[src/core/cmc_pkg.sv]
// package: constants and types for the CAN operating-mode controller
package cmc_pkg;
  // ==========================================================================
  // clock and timing
  localparam int CLK_HZ      = 200_000_000;
  localparam int MAX_BPS     = 1_000_000;
  localparam int BIT_CYC_MIN = CLK_HZ / MAX_BPS;
  localparam int LPF_NS      = 50;
  localparam int LPF_CYC     = (LPF_NS * (CLK_HZ / 1_000_000) + 999) / 1000;
  localparam logic [3:0] IDLE_BITS = 4'hb;
  localparam logic       RECESSIVE = 1'b1;

  // ==========================================================================
  // mode codes
  localparam logic [2:0] MODE_NORMAL   = 3'h0;
  localparam logic [2:0] MODE_DISABLE  = 3'h1;
  localparam logic [2:0] MODE_LOOPBACK = 3'h2;
  localparam logic [2:0] MODE_LISTEN   = 3'h3;
  localparam logic [2:0] MODE_INIT     = 3'h4;
  localparam logic [2:0] MODE_ERRREC   = 3'h7;

  // ==========================================================================
  // register byte offsets
  localparam logic [7:0] ADDR_CTRL   = 8'h00;
  localparam logic [7:0] ADDR_CFG1   = 8'h04;
  localparam logic [7:0] ADDR_CFG2   = 8'h08;
  localparam logic [7:0] ADDR_INTCFG = 8'h0c;
  localparam logic [7:0] ADDR_INTF   = 8'h10;
  localparam logic [7:0] ADDR_ERRC   = 8'h14;
  localparam logic [7:0] ADDR_TXCON  = 8'h18;
  localparam logic [7:0] ADDR_TXDLC  = 8'h1c;
  localparam logic [7:0] ADDR_FILT   = 8'h20;

  // ==========================================================================
  // field positions
  localparam int CTRL_REQ_LSB    = 8;
  localparam int CTRL_CUR_LSB    = 5;
  localparam int CFG2_WAKE_FILTER_ENABLE_BIT = 14;
  localparam int INTF_WAKE_BIT   = 0;
  localparam int ERRC_TX_LSB     = 0;
  localparam int ERRC_RX_LSB     = 8;
  localparam int TXC_STRIDE      = 8;
  localparam int TXC_PRI_LSB     = 0;
  localparam int TXC_REQ_BIT     = 3;
  localparam int TXC_ABT_BIT     = 6;
  localparam int DLC_STRIDE      = 4;
  localparam int FILT_EXT_BIT    = 29;

  // ==========================================================================
  // frame and buffer sizes
  localparam int BASE_ID_W   = 11;
  localparam int EXT_ID_W    = 18;
  localparam int FULL_ID_W   = BASE_ID_W + EXT_ID_W;
  localparam logic [3:0] MAX_DLC = 4'h8;
  localparam int NUM_FILT    = 6;
  localparam int NUM_MASK    = 2;
  localparam int FILT_HI     = 2;
  localparam int NUM_TXB     = 3;
  localparam logic [1:0] MAX_OVL = 2'h2;

  // ==========================================================================
  // reset values
  localparam logic [2:0]  RST_MODE       = MODE_INIT;
  localparam logic [15:0] RST_BIT_PERIOD = 16'h00c8;

  typedef enum logic {MS_STEADY, MS_PENDING} cmc_mstate_type;
endpackage

[src/core/cmc_mode_ctrl.sv]
// module: CAN operating-mode controller with APB register slave
`timescale 1ns/1ps
module cmc_mode_ctrl (
  // clock and reset
  input  wire logic        pclk,
  input  wire logic        presetn,
  // apb slave
  input  wire logic        psel,
  input  wire logic        penable,
  input  wire logic        pwrite,
  input  wire logic [7:0]  paddr,
  input  wire logic [31:0] pwdata,
  output logic [31:0]      prdata,
  output logic             pready,
  output logic             pslverr,
  // bus pins
  input  wire logic        bus_receive_pin,
  output logic             bus_transmit_pin,
  output logic             bus_transmit_oe,
  output logic             bus_pins_owned,
  // power
  input  wire logic        sleep_req,
  // protocol engine inputs
  input  wire logic        engine_tx_bit,
  input  wire logic        engine_tx_busy,
  input  wire logic        engine_tx_done,
  input  wire logic        engine_tx_err,
  input  wire logic        engine_rx_err,
  input  wire logic        engine_err_det,
  input  wire logic        engine_ovl_cond,
  input  wire logic        engine_sof,
  input  wire logic        engine_rtr_hit,
  input  wire logic [1:0]  engine_rtr_buf,
  // protocol engine outputs
  output logic             engine_rx_bit,
  output logic             engine_tx_en,
  output logic             engine_rx_en,
  output logic             engine_ack_en,
  output logic             engine_accept_all,
  output logic             tx_start,
  output logic [1:0]       tx_buf_sel,
  output logic [3:0]       tx_dlc,
  output logic             err_frame_send,
  output logic             ovl_frame_send
);
  typedef struct packed {
    logic                   pready;
    logic                   pslverr;
    logic [31:0]            prdata;
    logic [2:0]             req;
    logic [2:0]             cur;
    cmc_pkg::cmc_mstate_type mst;
    logic [15:0]            bitper;
    logic                   wake_filter_enable;
    logic [15:0]            intcfg;
    logic [7:0][29:0]       filt;
    logic [2:0][1:0]        pri;
    logic [2:0][3:0]        txdlc;
    logic [2:0]             tx_request_bit;
    logic [2:0]             tx_aborted_flag;
    logic                   wake_int_flag;
    logic [7:0]             tec;
    logic [7:0]             rec;
    logic [15:0]            bcnt;
    logic [3:0]             idle;
    logic                   hold_tx;
    logic                   rx_q;
    logic [1:0]             ovl_run;
    logic                   txact;
    logic [1:0]             sel;
    logic [3:0]             dlc_out;
    logic                   tx_start;
    logic                   err_send;
    logic                   ovl_send;
    logic                   tx_en;
    logic                   rx_en;
    logic                   ack_en;
    logic                   accept_all;
    logic                   eng_rx;
    logic                   pin_tx;
    logic                   pin_oe;
    logic                   pins_owned;
  } cmc_ctrl_state_type;

  cmc_ctrl_state_type s_r;
  cmc_ctrl_state_type s_nxt;

  logic        rx_f;
  logic        lpf_on;
  logic        active;
  logic        cfg_ok;
  logic        access;
  logic        wr_en;
  logic        tick;
  logic [15:0] bit_lim;

  function automatic logic tx_mode(input logic [2:0] m);
    return (m == cmc_pkg::MODE_NORMAL) || (m == cmc_pkg::MODE_LOOPBACK);
  endfunction

  // ==========================================================================
  // receive path filter
  assign lpf_on = s_r.wake_filter_enable &
                  (sleep_req | (s_r.cur == cmc_pkg::MODE_DISABLE));

  cmc_lp_filter u_lpf (
    .pclk      (pclk),
    .presetn   (presetn),
    .filt_on   (lpf_on),
    .raw_in    (bus_receive_pin),
    .clean_out (rx_f)
  );

  // ==========================================================================
  // shared terms
  assign active = (s_r.cur != cmc_pkg::MODE_INIT) &&
                  (s_r.cur != cmc_pkg::MODE_DISABLE);
  assign cfg_ok = (s_r.cur == cmc_pkg::MODE_INIT);
  assign access = psel & penable & ~s_r.pready;
  assign wr_en  = psel & penable & s_r.pready & pwrite;
  // slower rates are fine, faster ones are clamped to the top rate
  assign bit_lim = (s_r.bitper < 16'(cmc_pkg::BIT_CYC_MIN)) ?
                   16'(cmc_pkg::BIT_CYC_MIN) : s_r.bitper;
  assign tick = (s_r.bcnt == bit_lim - 16'h0001);

  // ==========================================================================
  // next state
  always_comb begin
    logic [31:0] rdv;
    logic        map;
    logic        abort_all;
    logic        fnd;
    logic [1:0]  bp;
    logic [1:0]  bi;
    logic [2:0]  nm;
    logic [3:0]  dl;
    rdv       = 32'h0000_0000;
    map       = 1'b1;
    abort_all = 1'b0;
    fnd       = 1'b0;
    bp        = 2'h0;
    bi        = 2'h0;
    nm        = 3'h0;
    dl        = 4'h0;
    s_nxt     = s_r;
    s_nxt.tx_start = 1'b0;
    s_nxt.err_send = 1'b0;
    s_nxt.ovl_send = 1'b0;

    // ---- register read decode
    if (paddr[1:0] != 2'h0) begin
      map = 1'b0;
    end else if (paddr[7:5] == cmc_pkg::ADDR_FILT[7:5]) begin
      rdv = {2'h0, s_r.filt[paddr[4:2]]};
    end else begin
      case (paddr)
        cmc_pkg::ADDR_CTRL: begin
          rdv[cmc_pkg::CTRL_REQ_LSB +: 3] = s_r.req;
          rdv[cmc_pkg::CTRL_CUR_LSB +: 3] = s_r.cur;
        end
        cmc_pkg::ADDR_CFG1:   rdv[15:0] = s_r.bitper;
        cmc_pkg::ADDR_CFG2:   rdv[cmc_pkg::CFG2_WAKE_FILTER_ENABLE_BIT] = s_r.wake_filter_enable;
        cmc_pkg::ADDR_INTCFG: rdv[15:0] = s_r.intcfg;
        cmc_pkg::ADDR_INTF:   rdv[cmc_pkg::INTF_WAKE_BIT] = s_r.wake_int_flag;
        cmc_pkg::ADDR_ERRC: begin
          rdv[cmc_pkg::ERRC_TX_LSB +: 8] = s_r.tec;
          rdv[cmc_pkg::ERRC_RX_LSB +: 8] = s_r.rec;
        end
        cmc_pkg::ADDR_TXCON: begin
          for (int i = 0; i < cmc_pkg::NUM_TXB; i++) begin
            rdv[i*cmc_pkg::TXC_STRIDE + cmc_pkg::TXC_PRI_LSB +: 2] =
              s_r.pri[i];
            rdv[i*cmc_pkg::TXC_STRIDE + cmc_pkg::TXC_REQ_BIT] = s_r.tx_request_bit[i];
            rdv[i*cmc_pkg::TXC_STRIDE + cmc_pkg::TXC_ABT_BIT] = s_r.tx_aborted_flag[i];
          end
        end
        cmc_pkg::ADDR_TXDLC: begin
          for (int i = 0; i < cmc_pkg::NUM_TXB; i++) begin
            rdv[i*cmc_pkg::DLC_STRIDE +: 4] = s_r.txdlc[i];
          end
        end
        default: map = 1'b0;
      endcase
    end

    // ---- apb answer: one wait state, pready for one cycle
    s_nxt.pready  = access;
    s_nxt.pslverr = access & ~map;
    if (access) begin
      s_nxt.prdata = rdv;
    end

    // ---- bit timing and idle detection
    s_nxt.bcnt = tick ? 16'h0000 : s_r.bcnt + 16'h0001;
    if (tick) begin
      if (rx_f != cmc_pkg::RECESSIVE) begin
        s_nxt.idle = 4'h0;
      end else if (s_r.idle != cmc_pkg::IDLE_BITS) begin
        s_nxt.idle = s_r.idle + 4'h1;
      end
    end
    if (s_r.idle == cmc_pkg::IDLE_BITS) begin
      s_nxt.hold_tx = 1'b0;
    end

    // ---- mode transition: an active mode is left only on an idle bus; init and disable are left at once
    if ((s_r.mst == cmc_pkg::MS_PENDING) &&
        (!active || (s_r.idle == cmc_pkg::IDLE_BITS)) &&
        !((s_r.req == cmc_pkg::MODE_INIT) &&
          (engine_tx_busy || s_r.txact))) begin
      s_nxt.cur     = s_r.req;
      s_nxt.mst     = cmc_pkg::MS_STEADY;
      s_nxt.idle    = 4'h0;
      s_nxt.hold_tx = tx_mode(s_r.req);
      if (!tx_mode(s_r.req)) begin
        s_nxt.txact = 1'b0;
      end
    end

    // ---- transmit completion clears before software writes
    if (s_r.txact && (engine_tx_done || engine_tx_err)) begin
      s_nxt.txact = 1'b0;
      if (engine_tx_done) begin
        s_nxt.tx_request_bit[s_r.sel] = 1'b0;
      end
    end

    // ---- register writes
    if (wr_en && map) begin
      if (paddr[7:5] == cmc_pkg::ADDR_FILT[7:5]) begin
        if (cfg_ok) begin
          s_nxt.filt[paddr[4:2]] = pwdata[29:0];
        end
      end else begin
        case (paddr)
          cmc_pkg::ADDR_CTRL: begin
            nm = pwdata[cmc_pkg::CTRL_REQ_LSB +: 3];
            s_nxt.req = nm;
            s_nxt.mst = (nm != s_nxt.cur) ? cmc_pkg::MS_PENDING :
                                            cmc_pkg::MS_STEADY;
            abort_all = (nm == cmc_pkg::MODE_DISABLE) && s_r.hold_tx;
          end
          cmc_pkg::ADDR_CFG1: begin
            if (cfg_ok) begin
              s_nxt.bitper = pwdata[15:0];
            end
          end
          cmc_pkg::ADDR_CFG2: begin
            if (cfg_ok) begin
              s_nxt.wake_filter_enable = pwdata[cmc_pkg::CFG2_WAKE_FILTER_ENABLE_BIT];
            end
          end
          cmc_pkg::ADDR_INTCFG: begin
            if (cfg_ok) begin
              s_nxt.intcfg = pwdata[15:0];
            end
          end
          cmc_pkg::ADDR_INTF: begin
            if (pwdata[cmc_pkg::INTF_WAKE_BIT]) begin
              s_nxt.wake_int_flag = 1'b0;
            end
          end
          cmc_pkg::ADDR_TXCON: begin
            for (int i = 0; i < cmc_pkg::NUM_TXB; i++) begin
              s_nxt.pri[i] =
                pwdata[i*cmc_pkg::TXC_STRIDE + cmc_pkg::TXC_PRI_LSB +: 2];
              if (pwdata[i*cmc_pkg::TXC_STRIDE + cmc_pkg::TXC_REQ_BIT]) begin
                s_nxt.tx_request_bit[i] = 1'b1;
                s_nxt.tx_aborted_flag[i] = 1'b0;
              end else if (s_r.tx_request_bit[i]) begin
                s_nxt.tx_request_bit[i] = 1'b0;
                s_nxt.tx_aborted_flag[i] = 1'b1;
              end
            end
          end
          cmc_pkg::ADDR_TXDLC: begin
            for (int i = 0; i < cmc_pkg::NUM_TXB; i++) begin
              dl = pwdata[i*cmc_pkg::DLC_STRIDE +: 4];
              s_nxt.txdlc[i] = (dl > cmc_pkg::MAX_DLC) ?
                               cmc_pkg::MAX_DLC : dl;
            end
          end
          default: ;
        endcase
      end
    end
    if (abort_all) begin
      s_nxt.tx_aborted_flag = s_nxt.tx_aborted_flag | s_nxt.tx_request_bit;
      s_nxt.tx_request_bit = 3'h0;
    end

    // ---- hardware sets win over any clear in the same cycle
    if (engine_rtr_hit && (engine_rtr_buf < 2'(cmc_pkg::NUM_TXB))) begin
      s_nxt.tx_request_bit[engine_rtr_buf] = 1'b1;
      s_nxt.tx_aborted_flag[engine_rtr_buf] = 1'b0;
    end
    if ((s_r.cur == cmc_pkg::MODE_DISABLE) && s_r.rx_q && !rx_f) begin
      s_nxt.wake_int_flag = 1'b1;
    end
    s_nxt.rx_q = rx_f;

    // ---- error counters
    case (s_r.cur)
      cmc_pkg::MODE_INIT: begin
        s_nxt.tec = 8'h00;
        s_nxt.rec = 8'h00;
      end
      cmc_pkg::MODE_NORMAL, cmc_pkg::MODE_LOOPBACK: begin
        if (engine_tx_err && (s_r.tec != 8'hff)) begin
          s_nxt.tec = s_r.tec + 8'h01;
        end
        if (engine_rx_err && (s_r.rec != 8'hff)) begin
          s_nxt.rec = s_r.rec + 8'h01;
        end
      end
      default: ;
    endcase

    // ---- transmit arbitration: highest priority, lowest index on a tie
    for (int i = 0; i < cmc_pkg::NUM_TXB; i++) begin
      if (s_r.tx_request_bit[i] && (!fnd || (s_r.pri[i] > bp))) begin
        fnd = 1'b1;
        bp  = s_r.pri[i];
        bi  = 2'(i);
      end
    end
    if (!s_r.txact && tx_mode(s_r.cur) && (s_r.mst == cmc_pkg::MS_STEADY) &&
        !s_r.hold_tx && !engine_tx_busy && fnd && !abort_all) begin
      s_nxt.tx_start = 1'b1;
      s_nxt.txact    = 1'b1;
      s_nxt.sel      = bi;
      s_nxt.dlc_out  = s_r.txdlc[bi];
    end

    // ---- error and overload frames
    s_nxt.err_send = engine_err_det & s_r.ack_en;
    if (engine_sof) begin
      s_nxt.ovl_run = 2'h0;
    end else if (engine_ovl_cond && s_r.ack_en &&
                 (s_r.ovl_run < cmc_pkg::MAX_OVL)) begin
      s_nxt.ovl_send = 1'b1;
      s_nxt.ovl_run  = s_r.ovl_run + 2'h1;
    end

    // ---- pin ownership and engine enables follow the entered mode
    s_nxt.tx_en  = tx_mode(s_nxt.cur);
    s_nxt.rx_en  = (s_nxt.cur != cmc_pkg::MODE_INIT) &&
                   (s_nxt.cur != cmc_pkg::MODE_DISABLE);
    s_nxt.ack_en = tx_mode(s_nxt.cur);
    s_nxt.accept_all = (s_nxt.cur == cmc_pkg::MODE_ERRREC);
    s_nxt.pin_oe = (s_nxt.cur == cmc_pkg::MODE_NORMAL);
    s_nxt.pin_tx = (s_nxt.cur == cmc_pkg::MODE_NORMAL) ?
                   engine_tx_bit : cmc_pkg::RECESSIVE;
    s_nxt.pins_owned = (s_nxt.cur == cmc_pkg::MODE_NORMAL) ||
                       (s_nxt.cur == cmc_pkg::MODE_LISTEN) ||
                       (s_nxt.cur == cmc_pkg::MODE_ERRREC);
    if (!s_nxt.rx_en) begin
      s_nxt.eng_rx = cmc_pkg::RECESSIVE;
    end else if (s_nxt.cur == cmc_pkg::MODE_LOOPBACK) begin
      s_nxt.eng_rx = engine_tx_bit;
    end else begin
      s_nxt.eng_rx = rx_f;
    end
  end

  // ==========================================================================
  // state register
  always_ff @(posedge pclk or negedge presetn) begin
    if (!presetn) begin
      s_r        <= '0;
      s_r.req    <= cmc_pkg::RST_MODE;
      s_r.cur    <= cmc_pkg::RST_MODE;
      s_r.mst    <= cmc_pkg::MS_STEADY;
      s_r.bitper <= cmc_pkg::RST_BIT_PERIOD;
      s_r.rx_q   <= cmc_pkg::RECESSIVE;
      s_r.eng_rx <= cmc_pkg::RECESSIVE;
      s_r.pin_tx <= cmc_pkg::RECESSIVE;
    end else begin
      s_r <= s_nxt;
    end
  end

  // ==========================================================================
  // outputs
  assign prdata            = s_r.prdata;
  assign pready            = s_r.pready;
  assign pslverr           = s_r.pslverr;
  assign bus_transmit_pin  = s_r.pin_tx;
  assign bus_transmit_oe   = s_r.pin_oe;
  assign bus_pins_owned    = s_r.pins_owned;
  assign engine_rx_bit     = s_r.eng_rx;
  assign engine_tx_en      = s_r.tx_en;
  assign engine_rx_en      = s_r.rx_en;
  assign engine_ack_en     = s_r.ack_en;
  assign engine_accept_all = s_r.accept_all;
  assign tx_start          = s_r.tx_start;
  assign tx_buf_sel        = s_r.sel;
  assign tx_dlc            = s_r.dlc_out;
  assign err_frame_send    = s_r.err_send;
  assign ovl_frame_send    = s_r.ovl_send;
endmodule

[src/core/cmc_lp_filter.sv]
// module: low-pass filter for the bus receive input
`timescale 1ns/1ps
module cmc_lp_filter (
  // clock and reset
  input  wire logic pclk,
  input  wire logic presetn,
  // control and data
  input  wire logic filt_on,
  input  wire logic raw_in,
  output logic      clean_out
);
  typedef struct packed {
    logic [7:0] cnt;
    logic       out;
  } cmc_lpf_state_type;

  cmc_lpf_state_type s_r;
  cmc_lpf_state_type s_nxt;

  // ==========================================================================
  // filter: a level must stand for the full window before it passes
  always_comb begin
    s_nxt = s_r;
    if (!filt_on) begin
      s_nxt.out = raw_in;
      s_nxt.cnt = 8'h00;
    end else if (raw_in == s_r.out) begin
      s_nxt.cnt = 8'h00;
    end else if (s_r.cnt == 8'(cmc_pkg::LPF_CYC - 1)) begin
      s_nxt.out = raw_in;
      s_nxt.cnt = 8'h00;
    end else begin
      s_nxt.cnt = s_r.cnt + 8'h01;
    end
  end

  always_ff @(posedge pclk or negedge presetn) begin
    if (!presetn) begin
      s_r     <= '0;
      s_r.out <= cmc_pkg::RECESSIVE;
    end else begin
      s_r <= s_nxt;
    end
  end

  assign clean_out = s_r.out;
endmodule

[config.mk]
export PLATFORM = sky130hd
export DESIGN_NAME = cmc_mode_ctrl
export DESIGN_NICKNAME = d
export VERILOG_FILES = /design/src/core/cmc_pkg.sv /design/src/core/cmc_mode_ctrl.sv /design/src/core/cmc_lp_filter.sv
export SDC_FILE = /design/constraint.sdc
export NUM_CORES = 1
export LEC_CHECK = 0
export BUFFER_PORTS_ARGS = -buffer_cell sky130_fd_sc_hd__buf_2
export CORE_MARGIN = 2
export CORE_UTILIZATION = 46
export DETAILED_ROUTE_END_ITERATION = 10
export SLEW_MARGIN = 40
export SYNTH_ARGS = -nofsm -noshare
export SYNTH_HDL_FRONTEND = slang
export SYNTH_SLANG_ARGS = --single-unit
export TNS_END_PERCENT = 50
[constraint.sdc]
create_clock -name pclk -period 5.2 [get_ports pclk]
set_input_delay 1.3 -clock pclk [delete_from_list [all_inputs] [get_ports pclk]]
set_output_delay 1.3 -clock pclk [all_outputs]
set_load 0.02 [all_outputs]
Word-level counts from Yosys, hierarchy flattened
Cells that the tools add are included.

word-level totals
  flip-flop bits (word level) = 405
  logic and storage cells = 310

operators by class
  bitwise logic cells = 18
  muxes and demuxes = 113
  add/subtract/negate cells = 7
  eq/ne operators = 36
  magnitude comparators = 15
  reductions and logical operators = 73

operator list
  cell                     number
  $mux W240                2
  $mux W299                1
  $bwmux W240              1
  $mux W16                 6
  $bmux W30 S3             1
  $demux W30 S3            1
  $mux W30                 2
  $mux W1                  47
  $mux W8                  5
  $pmux W1 S5              7
  $mux W34                 1
  $eq A8 B5 Y1 const B     4
  $mux W32                 1
  $mux W4                  8
  $pmux W16 S2             1
  $logic_and A1 B1 Y1      26
  $mux W25                 1
  $add A8 B1 Y8 const B    3
  $eq A8 B4 Y1 const B     3
  $mux W6                  4
  $mux W18                 1
  $add A16 B1 Y16 const B  1
  $eq A16 B16 Y1           1
  $lt A16 B8 Y1 const B    1
  other kinds (53)         133

Depth between registers and ports, before layout
  depth after elaboration = 17
  depth in mapped cells = 17
  mapped depth without buffers = 15

By module
A second synthesis with hierarchy kept.

unflattened totals
  cell total of the unflattened synthesis = 1,514
  area total of the unflattened synthesis = 19,323.5 um^2

by module, submodules not included
  module         times used  sequential area each (um^2)  area each (um^2)  cells each
  cmc_mode_ctrl  1           9,869.5                      18,861.8          1,472
  cmc_lp_filter  1           226.5                        461.7             42

Least setup slack after synthesis
Ideal clock, no wire load.

  path type = register to register
  start = register s_r[354] (netlist name)
  end = register s_r[32] (netlist name)
  arrival = 3.735 ns
  period minus slack after synthesis = 3.854 ns
  slack = 1.346 ns
  stages on the path, launching flop included = 16
  cells stage by stage = dfrtp_1 -> clkbuf_1 -> nor3_1 -> nand4_1 -> nand2_1 -> ha_1 -> nand2b_1 -> clkbuf_1 -> o21ai_0 -> a21oi_1 -> or3_1 -> or4_4 -> or4_4 -> nor2_8 -> buf_12 -> nor2_2

RTL lines
  item                    line                  RTL
  from (decl)             cmc_mode_ctrl.sv:85   cmc_ctrl_state_type s_r;
  from (signal assigned)  cmc_mode_ctrl.sv:379  s_r <= s_nxt;

==> flow_metrics.py <==
metrics = {
    "hold_path": {
        "hp-class": "register to register",
    },
    "cts": {
        "clkTransAtPathRegs_ns": 0.06,
        "cts_buffers": 45,
        "cts_setup_buffers": 0,
        "cts_resized": 0,
        "cts.htree.levels": 2,
        "clkLatencyLatePin_ns": 0.60,
        "cts-root-buf": "clkbuf_16",
        "cts.sinks": 403,
        "ctsHoldBuffers": 0,
        "cts_tree": "done",
        "max-clock-path-buffers": 3,
    },
    "synthesis": {
        "synthDistinctLibCells": 72,
        "yosys.area_share.simple_pct": 8.73,
        "synth_top_family_by_area": "multiplexers",
        "synth_xor_area_share_pct": 2.09,
        "synth_area_leader_cell": "dfrtp_1",
        "synth-seq-area-share_pct": 52.3,
        "synth_fa_ha_area_share_pct": 0.765,
        "synth_compound_area_share_pct": 6.59,
        "syn_area_um2": 19300,
        "ys_top_cells_by_count": "dfrtp_1 (394), mux2_2 (286), nand2_1 (96)",
        "synth_cells": 1531,
        "synthFlopType": "dfrtp_1",
        "yosysMostFrequentCell": "dfrtp_1",
        "yosys_warnings": 0,
        "synth_edf_count": 0,
        "synth_mux_area_share_pct": 25.4,
        "synth_top_area_share_pct": 51.1,
        "async_flop_share_pct": 100,
        "synth-seq-cells": 403,
        "syn_avg_cell_area_um2": 12.6,
        "synth_area_leaders": "dfrtp_1 (51%), mux2_2 (17%), mux4_2 (7.0%)",
    },
    "sta": {
        "worst_clock_skew_ns": 0.0425,
        "rsz0062_at_grt": "no",
        "setup_violations": 0,
        "maxSlewHeadroom_pct": 44.9,
        "hold_viol_final": 0,
        "drv_slew": 0,
        "worstMarginPinSlew_ns": 0.827,
        "max_freq_ghz": 0.239,
        "finalCriticalPeriod_ns": 4.19,
        "min_period_over_period_pct": 80.5,
        "fin_setup_tns_ns": 0,
    },
    "setup_path": {
        "path_class": "register to register",
        "cp_max_fo": 16,
        "start_kind": "register",
        "endpoint_kind": "register",
        "cp.required_ns": 5.65,
        "arrival_ns": 4.63,
    },
    "route": {
        "drc": 0,
        "vias": 12500,
        "wl_per_cell_um": 22.6,
        "drt_iter0_markers": 1025,
        "drtAntennaViolNets": 0,
        "dr.pass1.iters": 5,
        "routed_wl_um": 48600,
        "via_per_inst": 5.81,
    },
    "flow_run": {
        "maxCapViolCount": 0,
    },
    "global_route": {
        "grt_remaining_overflow": 0,
        "grt_pass1_wl_um": 75900,
        "grt_pass1_vias": 12800,
        "grt_max_degree": 115,
        "antenna_found_initial": 3,
        "grt_usage_pct": 22.8,
    },
    "outcome": {
        "status": "finished, final reports clean",
    },
    "pwr": {
        "p_leak_nw": 10.4,
        "finalPower_mw": 6.93,
        "power_density_nw_per_um2": 319,
        "ir_drop_mv": 0.294,
    },
    "floorplanning": {
        "core-area_um2": 41700,
        "start_util_pct": 46.3,
        "dieArea_um2": 43600,
        "ios": 109,
        "rows": 75,
        "die_x_um": 209,
        "die_y_um": 209,
    },
    "placement": {
        "hpwl_um": 31400,
        "gp_congestion": 0.884,
        "numPortBuffers": 104,
    },
    "finish": {
        "drive_gt1_share_pct": 36.6,
        "fin_nets": 1647,
        "layout-area-overhead-vs-synth_pct": 12.6,
        "antenna_cells": 0,
    },
}
[cells in the final DEF (no fill, tap or decap), types with 12 or more instances in the layout]
master       n
nor2_1      59
nand2b_1    16
clkbuf_8    12
xnor2_1     23
inv_1       24
xor2_1      23
clkbuf_16   45
or3_1       16
a22o_1      14
o21ai_0     74
nand3_1     47
dfrtp_1    394
buf_4       27
nor3_1      19
mux4_2      60
nand2_1     96
nand4_1     13
mux2_2     286
a222oi_1    15
a21oi_1     28
buf_2      101
mux2i_1     31
[cells by family after synthesis]
| logic type | Yosys count |
|---|---|
| other | 1 |
| DFF | 403 |
| xor gates and xnor gates | 46 |
| AOI/OAI and AO/OA | 193 |
| adders and majority gates | 12 |
| buffers and inverters | 162 |
| and+or+nand+nor | 335 |
| muxes | 379 |
[worst paths after layout]
| kind | start | to | slack [ns] | cells past startpoint |
|---|---|---|---|---|
| worst min-delay path | u_lpf.clean_out$_DFFE_PN1P_ | s_r[20]$_DFF_PN1_ | 0.44 | 0 |
| max in group asynchronous | presetn | asynchronous set/reset pin | 3.48 | 2 |
| min in group asynchronous | presetn | s_r[18]$_DFFE_PN0P_ | 0.67 | 1 |
| worst max register to register | s_r[344]$_DFFE_PN0P_ | s_r[41]$_DFF_PN0_ | 1.01 | 13 |
| worst max-delay path | s_r[344]$_DFFE_PN0P_ | s_r[41]$_DFF_PN0_ | 1.01 | 13 |
| worst min register to register | u_lpf.clean_out$_DFFE_PN1P_ | s_r[20]$_DFF_PN1_ | 0.44 | 0 |
[power breakdown]
| part | internal [mW] | leakage [nW] | switching, mW |
|---|---|---|---|
| clock | 1.87 | 0.735 | 1.32 |
| combinational | 0.142 | 4.14 | 0.296 |
| sequential | 3.20 | 5.49 | 0.0975 |
[final cells by class]
type,count,area (um^2)
flip-flops and latches,403,10100
repair buffers,137,875
fillers,3596,20000
multi-input cells,967,8490
well taps,539,674
inverters,24,90.1
clock inverters,12,154
clock buffers,68,1330
[through the flow]
step	setup slack [ns]	cells	hold slack, ns	utilization (%)	cell area (um^2)
6_report	1.01	2150	0.436	52.1	21700
5_1_grt	0.596	2150	0.448	52.1	21700
4_1_cts	1.03	2150	0.435	52.1	21700
3_5_place_dp	0.865	2070	0.424	48.5	20200
3_3_place_gp	0.876	2070	0.422	48.5	20200
2_1_floorplan	1.35	1532	0.353	-	19300
[critical path: stages, from the launching register on]
cell,delay (ns)
dfrtp_1,0.53
o311ai_0,0.39
nand4_1,0.14
buf_4,0.19
nand2_1,0.07
ha_1,0.25
nand2b_1,0.23
o21ai_0,0.24
a21oi_1,0.09
or3_1,0.37
or4_4,0.52
or4_4,0.61
nor2_8,0.28
nor2_1,0.08
[per-layer routing]
layer  GRT usage, %  up-vias  part of all wire [%]
li1               -     5658                     -
met1           31.4     6462                    45
met2           36.8      274                    48
met3           4.30       88                   4.4
met4           6.92        6                   2.6
met5              0        -                 0.084
Note: power is estimated with default switching activity, not from simulation.
